File: src/split_fetch_defines.svh
// constants for the screen start address and split screen fetch block
// Behaviour
// - screen-one start pointer is 17 bits from three byte registers, top one bit 16
// - landscape: start pointer is a 16-bit word offset to the upper left pixel
// - portrait: start pointer is a byte offset, halving the panning step
// - landscape unit step moves 16, 8, 4 or 2 pixels at 1, 2, 4, 8 bpp
// - portrait unit step moves 8, 4, 2 or 1 pixels at 1, 2, 4, 8 bpp
// - each frame starts fetching screen one at its start pointer, top left
// - line to line step is display width plus extra virtual width words
// - in split screen the screen-one image is always on top
// - the screen-one vertical size gives the line where image two begins
// - the split may fall on any scan line from 1 up; a vertical size of zero never shows image two
// - eight-bit line offset adds extra words per line; zero means none
// - ten-bit vertical size; at or above line count image two never shows
// - portrait never uses the screen-two pointer, so no split screen
// - fetchable display memory is 81920 bytes
`ifndef SPLIT_FETCH_DEFINES_SVH
`define SPLIT_FETCH_DEFINES_SVH

// register indices; byte address is four times the index
`define IDX_S1_LOW     8'h0C
`define IDX_S1_MID     8'h0D
`define IDX_S2_LOW     8'h0E
`define IDX_S2_HIGH    8'h0F
`define IDX_S1_HIGH    8'h10
`define IDX_LINE_OFS   8'h11
`define IDX_VSIZE_LOW  8'h13
`define IDX_VSIZE_HIGH 8'h14
`define IDX_CTRL       8'h20
`define IDX_LINES      8'h21
`define IDX_STATUS     8'h22
`define IDX_FETCH      8'h23

// control register fields
`define CTRL_PORTRAIT_BIT 0
`define CTRL_BPP_LSB      1
`define CTRL_WIDTH_LSB    8

// status register fields
`define STAT_LINE_LSB     0
`define STAT_SCREEN2_BIT  16
`define STAT_RANGE_BIT    17
`define STAT_PAN_LSB      20

// reset values
`define LINES_RST     10'h0F0
`define WIDTH_RST     8'h00

// display memory size in bytes
`define MEM_BYTES     18'h14000

`endif

File: src/split_fetch_pkg.sv
// types shared by the split screen fetch logic
package split_fetch_pkg;

  typedef enum logic [1:0] {
    BPP1,
    BPP2,
    BPP4,
    BPP8
  } bpp_t;

  typedef logic [16:0] byte_addr_t;

endpackage

File: src/start_to_byte.sv
// start pointer to display memory byte address conversion
`timescale 1ns/100ps
module start_to_byte
(
  input  wire logic                      pclk,
  input  wire logic                      presetn,
  input  wire logic                      portrait,
  input  wire logic [16:0]               start,
  output      split_fetch_pkg::byte_addr_t byte_addr_q
);

  always_ff @(posedge pclk or negedge presetn)
  begin
    if (!presetn)
      byte_addr_q <= 17'h00000;
    else if (portrait)
      byte_addr_q <= start;
    else
      byte_addr_q <= {start[15:0], 1'b0};
  end

endmodule

File: src/line_stride.sv
// virtual line stride in bytes
`timescale 1ns/100ps
module line_stride
(
  input  wire logic        pclk,
  input  wire logic        presetn,
  input  wire logic [7:0]  width_words,
  input  wire logic [7:0]  extra_words,
  output      logic [10:0] stride_q
);

  logic [8:0] words;

  assign words = {1'b0, width_words} + {1'b0, extra_words};

  always_ff @(posedge pclk or negedge presetn)
  begin
    if (!presetn)
      stride_q <= 11'h000;
    else
      stride_q <= {1'b0, words, 1'b0};
  end

endmodule

File: src/split_fetch.sv
// screen start address, virtual stride and split screen fetch addressing
`timescale 1ns/100ps
`include "split_fetch_defines.svh"
module split_fetch
(
  input  wire logic        pclk,
  input  wire logic        presetn,
  input  wire logic [11:0] paddr,
  input  wire logic        psel,
  input  wire logic        penable,
  input  wire logic        pwrite,
  input  wire logic [31:0] pwdata,
  output      logic [31:0] prdata,
  output      logic        pready,
  output      logic        pslverr,
  input  wire logic        frame_start,
  input  wire logic        line_start,
  output      logic        fetch_req,
  output      logic [16:0] fetch_addr,
  output      logic [9:0]  fetch_line,
  output      logic        fetch_screen2
);

  // software registers
  logic [7:0]  s1_low_q;
  logic [7:0]  s1_mid_q;
  logic        s1_high_q;
  logic [7:0]  s2_low_q;
  logic [7:0]  s2_high_q;
  logic [7:0]  line_ofs_q;
  logic [7:0]  vsize_low_q;
  logic [1:0]  vsize_high_q;
  logic        portrait_q;
  split_fetch_pkg::bpp_t bpp_q;
  logic [7:0]  width_q;
  logic [9:0]  lines_q;

  // apb decode
  logic [7:0]  idx;
  logic        setup;
  logic        wr_en;
  logic        mapped;
  logic [31:0] rd_d;

  // converted start addresses, stride and frame sampled copies
  split_fetch_pkg::byte_addr_t s1_byte;
  split_fetch_pkg::byte_addr_t s2_byte;
  logic [10:0] stride;
  logic [16:0] s1_ptr;
  split_fetch_pkg::byte_addr_t f_s2_q;
  logic [10:0] f_stride_q;
  logic [9:0]  f_vsize_q;
  logic [9:0]  f_lines_q;
  logic        f_split_q;

  // line walker
  logic [17:0] cur_addr_q;
  logic [9:0]  line_q;
  logic        screen2_q;
  logic        range_err_q;
  logic [17:0] next_addr;
  logic        to_screen2;
  logic [4:0]  pan_pixels;
  logic [9:0]  vsize;
  logic        line_take;

  assign idx    = paddr[9:2];
  assign setup  = psel && !penable;
  assign wr_en  = psel && penable && pwrite && pready;
  assign vsize  = {vsize_high_q, vsize_low_q};
  assign s1_ptr = {s1_high_q, s1_mid_q, s1_low_q};
  // a line_start after the frame's last line is refused
  assign line_take = line_start && !frame_start && (line_q < f_lines_q);

  // unmapped indices answer with an error
  always_comb
  begin
    mapped = 1'b1;
    case (idx)
      `IDX_S1_LOW, `IDX_S1_MID, `IDX_S1_HIGH, `IDX_S2_LOW, `IDX_S2_HIGH,
      `IDX_LINE_OFS, `IDX_VSIZE_LOW, `IDX_VSIZE_HIGH, `IDX_CTRL, `IDX_LINES,
      `IDX_STATUS, `IDX_FETCH:
        mapped = 1'b1;
      default:
        mapped = 1'b0;
    endcase
  end

  // pixels moved per unit change of the start pointer
  always_comb
  begin
    pan_pixels = 5'h00;
    case (bpp_q)
      split_fetch_pkg::BPP1: pan_pixels = 5'h10;
      split_fetch_pkg::BPP2: pan_pixels = 5'h08;
      split_fetch_pkg::BPP4: pan_pixels = 5'h04;
      split_fetch_pkg::BPP8: pan_pixels = 5'h02;
      default:               pan_pixels = 5'h00;
    endcase
    // a byte holds half the pixels of a word
    if (portrait_q)
      pan_pixels = pan_pixels >> 1;
  end

  always_comb
  begin
    rd_d = 32'h00000000;
    case (idx)
      `IDX_S1_LOW:     rd_d[7:0] = s1_low_q;
      `IDX_S1_MID:     rd_d[7:0] = s1_mid_q;
      `IDX_S1_HIGH:    rd_d[0] = s1_high_q;
      `IDX_S2_LOW:     rd_d[7:0] = s2_low_q;
      `IDX_S2_HIGH:    rd_d[7:0] = s2_high_q;
      `IDX_LINE_OFS:   rd_d[7:0] = line_ofs_q;
      `IDX_VSIZE_LOW:  rd_d[7:0] = vsize_low_q;
      `IDX_VSIZE_HIGH: rd_d[1:0] = vsize_high_q;
      `IDX_CTRL:
      begin
        rd_d[`CTRL_PORTRAIT_BIT] = portrait_q;
        rd_d[`CTRL_BPP_LSB +: 2] = bpp_q;
        rd_d[`CTRL_WIDTH_LSB +: 8] = width_q;
      end
      `IDX_LINES:      rd_d[9:0] = lines_q;
      // status and fetch words are read only
      `IDX_STATUS:
      begin
        rd_d[`STAT_LINE_LSB +: 10] = line_q;
        rd_d[`STAT_SCREEN2_BIT] = screen2_q;
        rd_d[`STAT_RANGE_BIT] = range_err_q;
        rd_d[`STAT_PAN_LSB +: 5] = pan_pixels;
      end
      `IDX_FETCH:      rd_d[16:0] = cur_addr_q[16:0];
      default:         rd_d = 32'h00000000;
    endcase
  end

  // zero wait state: answer prepared in the setup cycle
  always_ff @(posedge pclk or negedge presetn)
  begin
    if (!presetn)
      pready <= 1'b0;
    else
      pready <= setup;
  end

  always_ff @(posedge pclk or negedge presetn)
  begin
    if (!presetn)
      pslverr <= 1'b0;
    else
      pslverr <= setup && !mapped;
  end

  always_ff @(posedge pclk or negedge presetn)
  begin
    if (!presetn)
      prdata <= 32'h00000000;
    else if (setup && !pwrite)
      prdata <= rd_d;
  end

  // screen-one start pointer bytes
  always_ff @(posedge pclk or negedge presetn)
  begin
    if (!presetn)
    begin
      s1_low_q  <= 8'h00;
      s1_mid_q  <= 8'h00;
      s1_high_q <= 1'b0;
    end
    else if (wr_en)
    begin
      if (idx == `IDX_S1_LOW)
        s1_low_q <= pwdata[7:0];
      if (idx == `IDX_S1_MID)
        s1_mid_q <= pwdata[7:0];
      if (idx == `IDX_S1_HIGH)
        s1_high_q <= pwdata[0];
    end
  end

  // screen-two pointer, line offset and vertical size
  always_ff @(posedge pclk or negedge presetn)
  begin
    if (!presetn)
    begin
      s2_low_q     <= 8'h00;
      s2_high_q    <= 8'h00;
      line_ofs_q   <= 8'h00;
      vsize_low_q  <= 8'h00;
      vsize_high_q <= 2'h0;
    end
    else if (wr_en)
    begin
      if (idx == `IDX_S2_LOW)
        s2_low_q <= pwdata[7:0];
      if (idx == `IDX_S2_HIGH)
        s2_high_q <= pwdata[7:0];
      if (idx == `IDX_LINE_OFS)
        line_ofs_q <= pwdata[7:0];
      if (idx == `IDX_VSIZE_LOW)
        vsize_low_q <= pwdata[7:0];
      if (idx == `IDX_VSIZE_HIGH)
        vsize_high_q <= pwdata[1:0];
    end
  end

  // orientation, colour depth, display width and line count
  always_ff @(posedge pclk or negedge presetn)
  begin
    if (!presetn)
    begin
      portrait_q <= 1'b0;
      bpp_q      <= split_fetch_pkg::BPP1;
      width_q    <= `WIDTH_RST;
      lines_q    <= `LINES_RST;
    end
    else if (wr_en)
    begin
      if (idx == `IDX_CTRL)
      begin
        portrait_q <= pwdata[`CTRL_PORTRAIT_BIT];
        bpp_q      <= split_fetch_pkg::bpp_t'(pwdata[`CTRL_BPP_LSB +: 2]);
        width_q    <= pwdata[`CTRL_WIDTH_LSB +: 8];
      end
      if (idx == `IDX_LINES)
        lines_q <= pwdata[9:0];
    end
  end

  start_to_byte u_s1_byte
  (
    .pclk      (pclk),
    .presetn   (presetn),
    .portrait  (portrait_q),
    .start     (s1_ptr),
    .byte_addr_q (s1_byte)
  );

  start_to_byte u_s2_byte
  (
    .pclk      (pclk),
    .presetn   (presetn),
    .portrait  (1'b0),
    .start     ({1'b0, s2_high_q, s2_low_q}),
    .byte_addr_q (s2_byte)
  );

  line_stride u_stride
  (
    .pclk        (pclk),
    .presetn     (presetn),
    .width_words (width_q),
    .extra_words (line_ofs_q),
    .stride_q    (stride)
  );

  // frame-start snapshot of everything that steers the walk
  always_ff @(posedge pclk or negedge presetn)
  begin
    if (!presetn)
    begin
      f_s2_q     <= 17'h00000;
      f_stride_q <= 11'h000;
      f_vsize_q  <= 10'h000;
      f_lines_q  <= 10'h000;
      f_split_q  <= 1'b0;
    end
    else if (frame_start)
    begin
      f_s2_q     <= s2_byte;
      f_stride_q <= stride;
      f_vsize_q  <= vsize;
      f_lines_q  <= lines_q;
      f_split_q  <= !portrait_q && (vsize < lines_q);
    end
  end

  // the boundary is any line from 1 up that the vertical size names; zero never switches
  assign to_screen2 = f_split_q && !screen2_q
                      && ((line_q + 10'h001) == f_vsize_q);
  assign next_addr  = to_screen2 ? {1'b0, f_s2_q}
                                 : cur_addr_q + {7'h00, f_stride_q};

  // line walker: screen one on top, screen two below the split
  always_ff @(posedge pclk or negedge presetn)
  begin
    if (!presetn)
    begin
      cur_addr_q <= 18'h00000;
      line_q     <= 10'h000;
      screen2_q  <= 1'b0;
    end
    else if (frame_start)
    begin
      cur_addr_q <= {1'b0, s1_byte};
      line_q     <= 10'h000;
      screen2_q  <= 1'b0;
    end
    else if (line_start && (line_q < f_lines_q))
    begin
      cur_addr_q <= next_addr;
      line_q     <= line_q + 10'h001;
      if (to_screen2)
        screen2_q <= 1'b1;
    end
  end

  // fetch request for each displayed line
  always_ff @(posedge pclk or negedge presetn)
  begin
    if (!presetn)
      fetch_req <= 1'b0;
    else
      fetch_req <= line_take;
  end

  // fetch payload holds until the next fetch
  always_ff @(posedge pclk or negedge presetn)
  begin
    if (!presetn)
    begin
      fetch_addr    <= 17'h00000;
      fetch_line    <= 10'h000;
      fetch_screen2 <= 1'b0;
    end
    else if (line_take)
    begin
      fetch_addr    <= cur_addr_q[16:0];
      fetch_line    <= line_q;
      fetch_screen2 <= screen2_q;
    end
  end

  // a line beyond display memory flags until the next frame; a frame start clears it, since a line_start in that cycle is refused
  always_ff @(posedge pclk or negedge presetn)
  begin
    if (!presetn)
      range_err_q <= 1'b0;
    else if (line_take && (cur_addr_q >= `MEM_BYTES))
      range_err_q <= 1'b1;
    else if (frame_start)
      range_err_q <= 1'b0;
  end

endmodule

File: config.mk
export PLATFORM = sky130hd
export DESIGN_NAME = split_fetch
export DESIGN_NICKNAME = d
export VERILOG_FILES = /design/src/split_fetch_pkg.sv /design/src/start_to_byte.sv /design/src/line_stride.sv /design/src/split_fetch.sv
export VERILOG_INCLUDE_DIRS = /design/src /design/src/src
export SDC_FILE = /design/constraint.sdc
export NUM_CORES = 1
export LEC_CHECK = 0
export BUFFER_PORTS_ARGS = -buffer_cell sky130_fd_sc_hd__buf_2
export CAP_MARGIN = 20
export CORE_MARGIN = 5
export CORE_UTILIZATION = 55
export CTS_BUF_LIST = sky130_fd_sc_hd__clkbuf_2 sky130_fd_sc_hd__clkbuf_4 sky130_fd_sc_hd__clkbuf_8
export DETAILED_ROUTE_END_ITERATION = 7
export PLACE_DENSITY = 0.78
export SLEW_MARGIN = 20
export SYNTH_ARGS = -nofsm -noshare
export SYNTH_HDL_FRONTEND = slang
export SYNTH_SLANG_ARGS = --single-unit
File: constraint.sdc
create_clock -name pclk -period 2.6 [get_ports pclk]
set_clock_uncertainty 0.05 [all_clocks]
set_input_delay 0.26 -clock pclk [delete_from_list [all_inputs] [get_ports pclk]]
set_output_delay 0.26 -clock pclk [all_outputs]
set_load 0.02 [all_outputs]
---- Yosys cells after proc, flatten, opt, wreduce, memory -nomap -nowiden ----
Index checks and enable logic that the tools add are counted.
operators by class
  equality and inequality tests ........... 16
  add/sub/neg operators ................... 3
  multiplexer cells ....................... 23
  $lt $le $gt $ge ......................... 3
  reductions and logical operators ........ 35
operators with widths
  operator                                                count
  2-to-1 mux 18 bit                                       3
  one-hot mux 5 bit (9 select lines)                      1
  equality test 8 x 4 -> 1 bit (second input constant)    4
  equality test 8 x 5 -> 1 bit (second input constant)    4
  equality test 8 x 6 -> 1 bit (second input constant)    4
  AND reduction 2 bit                                     11
  less-than comparator 10 bit                             2
  2-to-1 mux 10 bit                                       2
  one-hot mux 5 bit (4 select lines)                      1
  adder 18 x 10 -> 18 bit                                 1
  >= comparator 18 x 17 -> 1 bit (second input constant)  1
  2-to-1 mux 17 bit                                       1
  logical AND 1 bit                                       13
  one-hot mux 1 bit (12 select lines)                     1
  one-hot mux 6 bit (2 select lines)                      1
  OR reduction 12 bit                                     1
  one-hot mux 1 bit (11 select lines)                     1
  adder 10 x 1 -> 10 bit (second input constant)          1
  equality test 10 bit                                    1
  2-to-1 mux 5 bit                                        2
  one-hot mux 1 bit (10 select lines)                     1
  adder 8 x 8 -> 9 bit                                    1
  one-hot mux 2 bit (4 select lines)                      1
  2-to-1 mux 1 bit                                        7
  other kinds (6)                                         14
storage, ports and cells
  logic and storage cells ................. 111
  output and inout bits ................... 63
  bits in registers ....................... 244

---- Logic depth before layout (Yosys ltp) ----
  word-level depth ........................ 6
  depth in mapped cells ................... 10

---- Modules after synthesis ----
A second synthesis with hierarchy kept.
second synthesis, totals
  cell total of the unflattened synthesis .. 1006
  area total of the unflattened synthesis .. 12240.5 µm²
modules (own cells, without submodules)
  module         seq. area each (µm²)  times used  area each (µm²)  cells an instance
  split_fetch    5134.9                1           10316.1          880
  start_to_byte  425.4                 2           678.2            36
  line_stride    225.2                 1           568.0            54

---- Worst setup path after synthesis ----
Ideal clock, no wire load.
  path kind ............................... flip-flop to flip-flop
  from .................................... reg line_q[1]
  to ...................................... reg cur_addr_q[15]
  stages on the path, launching flop included .. 10
  path buffers ............................ 1
  data arrival time ....................... 2.518 ns
  clock period less this slack ............ 2.712 ns
  setup slack ............................. -0.112 ns
  cells stage by stage .................... dfrtp_1 ha_1 nand3_2 nor3_4 xnor2_1 or4_4 or3_1 buf_6 o311ai_0 a22oi_1
between the ends
  cells in the longest elaborated chain, start to end .. 6
ends and longest elaborated chain
  item                    line                text
  from (decl)             split_fetch.sv:58   logic [9:0] line_q;
  from (signal assigned)  split_fetch.sv:303  line_q <= line_q + 10'h001;
  adder 10 x 1 -> 10 bit  split_fetch.sv:281  && ((line_q + 10'h001) == f_vsize_q);
  equality test 10 bit    split_fetch.sv:281
  logical AND 1 bit       split_fetch.sv:281
  2-to-1 mux 18 bit       split_fetch.sv:282  assign next_addr = to_screen2 ? {1'b0, f_s2_q}
  2-to-1 mux 18 bit       split_fetch.sv:300  else if (line_start && (line_q < f_lines_q))
  2-to-1 mux 18 bit       split_fetch.sv:294  else if (frame_start)
  to (signal assigned)    split_fetch.sv:296  cur_addr_q <= {1'b0, s1_byte};
  to (signal assigned)    split_fetch.sv:302  cur_addr_q <= next_addr;
  to (decl)               split_fetch.sv:57   logic [17:0] cur_addr_q;
Parallel ways exist; a longest one is shown, timed or not. The select of a mux whose other input is x is not followed.
A chain may end at the register's enable or synchronous reset.

---- Worst setup path after layout ----
  from .................................... reg f_stride_q[5]
  to ...................................... reg cur_addr_q[10]
between the ends
  cells in the longest elaborated chain, start to end .. 4
ends and longest elaborated chain
  item                     line                text
  from (decl)              split_fetch.sv:51   logic [10:0] f_stride_q;
  from (signal assigned)   split_fetch.sv:272  f_stride_q <= stride;
  adder 18 x 10 -> 18 bit  split_fetch.sv:283  : cur_addr_q + {7'h00, f_stride_q};
  2-to-1 mux 18 bit        split_fetch.sv:282
  2-to-1 mux 18 bit        split_fetch.sv:300
  2-to-1 mux 18 bit        split_fetch.sv:294
No other way between the ends. The select of a mux whose other input is x is not followed.

==> qor.yml <==
clock_tree:
  cts_root_buffer: "clkbuf_8"
  clock_latency_ns: 0.54
  cts_buffer_depth: 3
  cts_sinks: 244
  clk_pin_slew_ns: 0.06
  htreeDepth: 2
  numCtsBuffers: 40
  cts_tree: "built"
synth:
  seq_area_frac_synth_pct: 52.7
  synth_area_per_cell_um2: 11.6
  async_flop_share_pct: 100
  synthMostInstantiatedCell: "dfrtp_1"
  synthCells: 1001
  synth_top_area_share_pct: 51.8
  ys_top_cells_by_count: "dfrtp_1, mux2_2, nand2_1"
  synth_ff_type: "dfrtp_1"
  synth-warning-count: 0
  synth-edff-count: 0
  yosys.area.top_type: "dfrtp_1"
  synth_seq_cells: 244
  synthesis.area_um2: 11600
  synth.top_cells.by_area: "dfrtp_1, mux2_2, ha_1"
  ys_types: 67
power_and_ir_drop:
  p_total_mw: 8.17
  internal_power_mw: 6.22
  vdd_drop_max_mv: 0.460
  p_sw_share_pct: 23.9
  p_seq_share_pct: 47.9
  power_switching_mw: 1.95
  power.leakage_nw: 7.24
  cellPowerDensity_nw_per_um2: 589
  p_clk_share_pct: 45.0
  p_comb_share_pct: 7.1
place:
  place_hpwl_mm: 21.7
  portBuffers: 84
  place_ws_ns: -0.118
  gp_congestion: 0.935
final_layout:
  seqCellArea_um2: 6120
  multi_input_area_um2: 5170
  layout-drive-gt1-share_pct: 35.0
  utilization_pct: 66.4
  syn_to_final_growth_pct: 19.8
  nNetsFinal: 1251
  fillCellCount: 1537
  n_antenna_cell: 0
min_path:
  holdPathEnd: "lines_q[3]$_DFFE_PN0P_"
  hold_start: "pwdata[3]"
  hp-class: "in -> reg"
  holdPathStages: 3
critical_path:
  arrival_ns: 2.94
  end_kind: "flop"
  rr_endpoint: "cur_addr_q[10]$_DFFE_PN0P_"
  path_max_fanout: 5
  regToRegSetupSlack_ns: 0.03
  cp-start-kind: "flop"
  critPathKind: "reg -> reg"
  required_ns: 2.97
  ff2ff_path_depth: 8
  r2r-start: "f_stride_q[5]$_DFFE_PN0P_"
sta:
  relSlewSlack_pct: 60.5
  finalHoldViolCount: 0
  finalSetupViolCount: 0
  max_slew.worst_pin.slew_ns: 0.591
  worst_slack_ns: 0.0273
  maxClockFrequency_mhz: 389
  finalMaxSlewViolations: 0
  period_share_pct: 98.9
  min_period_ns: 2.57
  rsz0062_at_grt: "yes"
  whs_ns: 0.0480
  setup_tns_ns: 0
floorplan:
  fp.dieH_um: 155
  io_pins: 114
  die_w_um: 155
  die_area_um2: 24100
  core.rowCount: 53
  core_area_um2: 20900
  floorplan.initialDensity_pct: 55.5
routing:
  wirelength_mm: 30.4
  drt_iter0_drc: 735
  drt_drc_violations_left: 0
  num_vias: 8629
  vias_per_cell: 5.87
  antenna_left: 0
  firstDrtPassIters: 5
  post_drt_wl_per_cell_um: 20.7
grt:
  overflow: 0
  grt.total_usage_pct: 26.0
  grt_pass1_wl_mm: 49.5
  grt_max_degree: 89
  antenna_found_initial: 1
  grt_pass1_vias: 8952
job:
  drv_cap: 0
run_status:
  status: "complete, no violations"
cell usage in the layout (no fill, tap or decap), drive strengths merged, types with 5 or more instances in the layout:
| cell | Yosys | layout |
|---|---|---|
| a211oi | 7 | 7 |
| a21o | 11 | 11 |
| a21oi | 40 | 40 |
| a22oi | 21 | 21 |
| and2 | 7 | 7 |
| and3 | 16 | 16 |
| buf | 20 | 158 |
| clkbuf | 42 | 64 |
| clkinv | 0 | 7 |
| conb | 1 | 9 |
| dfrtp | 240 | 240 |
| dlygate4sd3 | 0 | 15 |
| ha | 36 | 36 |
| inv | 33 | 33 |
| mux2 | 147 | 147 |
| mux2i | 25 | 25 |
| nand2 | 86 | 86 |
| nand2b | 5 | 5 |
| nand3 | 20 | 20 |
| nand4 | 7 | 7 |
| nor2 | 37 | 37 |
| nor2b | 6 | 6 |
| nor3 | 14 | 14 |
| nor4 | 5 | 5 |
| o21ai | 74 | 74 |
| xnor2 | 24 | 24 |
| xor2 | 14 | 14 |
routing by layer:
layer  part of all wire [%]  global-route usage [%]  vias up
li1                       -                       -     3878
met1                     43                    36.3     4301
met2                     46                    40.1      363
met3                    7.9                    6.20       85
met4                    3.4                    9.25        2
met5                  0.043                       0        -
through the flow:
stage,area [µm²],instances
2_1_floorplan,11600,1009
3_3_place_gp,12700,1375
3_5_place_dp,12700,1375
4_1_cts,13800,1465
5_1_grt,13900,1469
6_report,13900,1469
registers in the layout, indices dropped and copies added (netlist names), 10 cells and up:
name / flops
u_s1_byte.byte_addr_q: 17
f_s2_q: 16
cur_addr_q: 18
fetch_addr: 17
line_q: 10
lines_q: 10
u_s2_byte.byte_addr_q: 16
prdata: 23
f_lines_q: 10
fetch_line: 10
f_vsize_q: 10
final cells by class:
type	count	area share, %
flip-flops and latches	244	44.1
multi-input cells	670	37.3
repair buffers	173	8.72
clock buffers	64	5.99
well taps	275	2.48
inverters	33	0.893
clock inverters	10	0.577
kinds of logic (layout without fill, tap and decap cells):
| family | after synthesis | count (layout) | share of synthesized area, % |
|---|---|---|---|
| XOR/XNOR | 38 | 38 | 2.87 |
| adder cells (fa/ha/maj) | 38 | 38 | 4.23 |
| buffers and inverters | 95 | 280 | 3.66 |
| multiplexers | 174 | 174 | 16.8 |
| AO/OA/AOI/OAI | 194 | 194 | 10.4 |
| AND/OR/NAND/NOR | 217 | 217 | 9.18 |
| other | 1 | 9 | 0.0324 |
| flip-flops | 244 | 244 | 52.7 |
worst max-delay path, cell delays in order (launching register included):
cell and delay (ns):
dfrtp_1 0.42, ha_1 0.37, and3_1 0.21, a2111oi_1 0.40, buf_4 0.19, o211ai_1 0.16
a21o_1 0.22, o211a_1 0.12, a311o_1 0.30
what timing repair did:
action                     in CTS  in global routing
resized for setup              16                 14
hold endpoints to repair       84                  0
setup endpoints to repair      37                 17
hold buffers                   15                  0
pin swaps                       7                 10
buffers inserted                1                  5
worst max path at each step:
stage	start	to	cells after the start
3_5_place_dp	line_q[0]$_DFFE_PN0P_	cur_addr_q[6]$_DFFE_PN0P_	9
2_1_floorplan	line_q[1]$_DFFE_PN0P_	cur_addr_q[12]$_DFFE_PN0P_	10
3_3_place_gp	line_q[0]$_DFFE_PN0P_	cur_addr_q[6]$_DFFE_PN0P_	9
5_1_grt	line_q[0]$_DFFE_PN0P_	cur_addr_q[10]$_DFFE_PN0P_	10
4_1_cts	line_q[1]$_DFFE_PN0P_	cur_addr_q[1]$_DFFE_PN0P_	9
6_report	f_stride_q[5]$_DFFE_PN0P_	cur_addr_q[10]$_DFFE_PN0P_	8
power groups by stage:
stage                     clock [mW]  sequential [mW]  combinational [mW]
after global routing            3.91             3.92               0.640
after floorplan                    0             3.99               0.275
after detailed placement           0             3.98               0.553
after CTS                       3.73             3.91               0.580
final                           3.68             3.91               0.583
after global placement             0             3.98               0.542
Power figures use the tool's default switching activity.
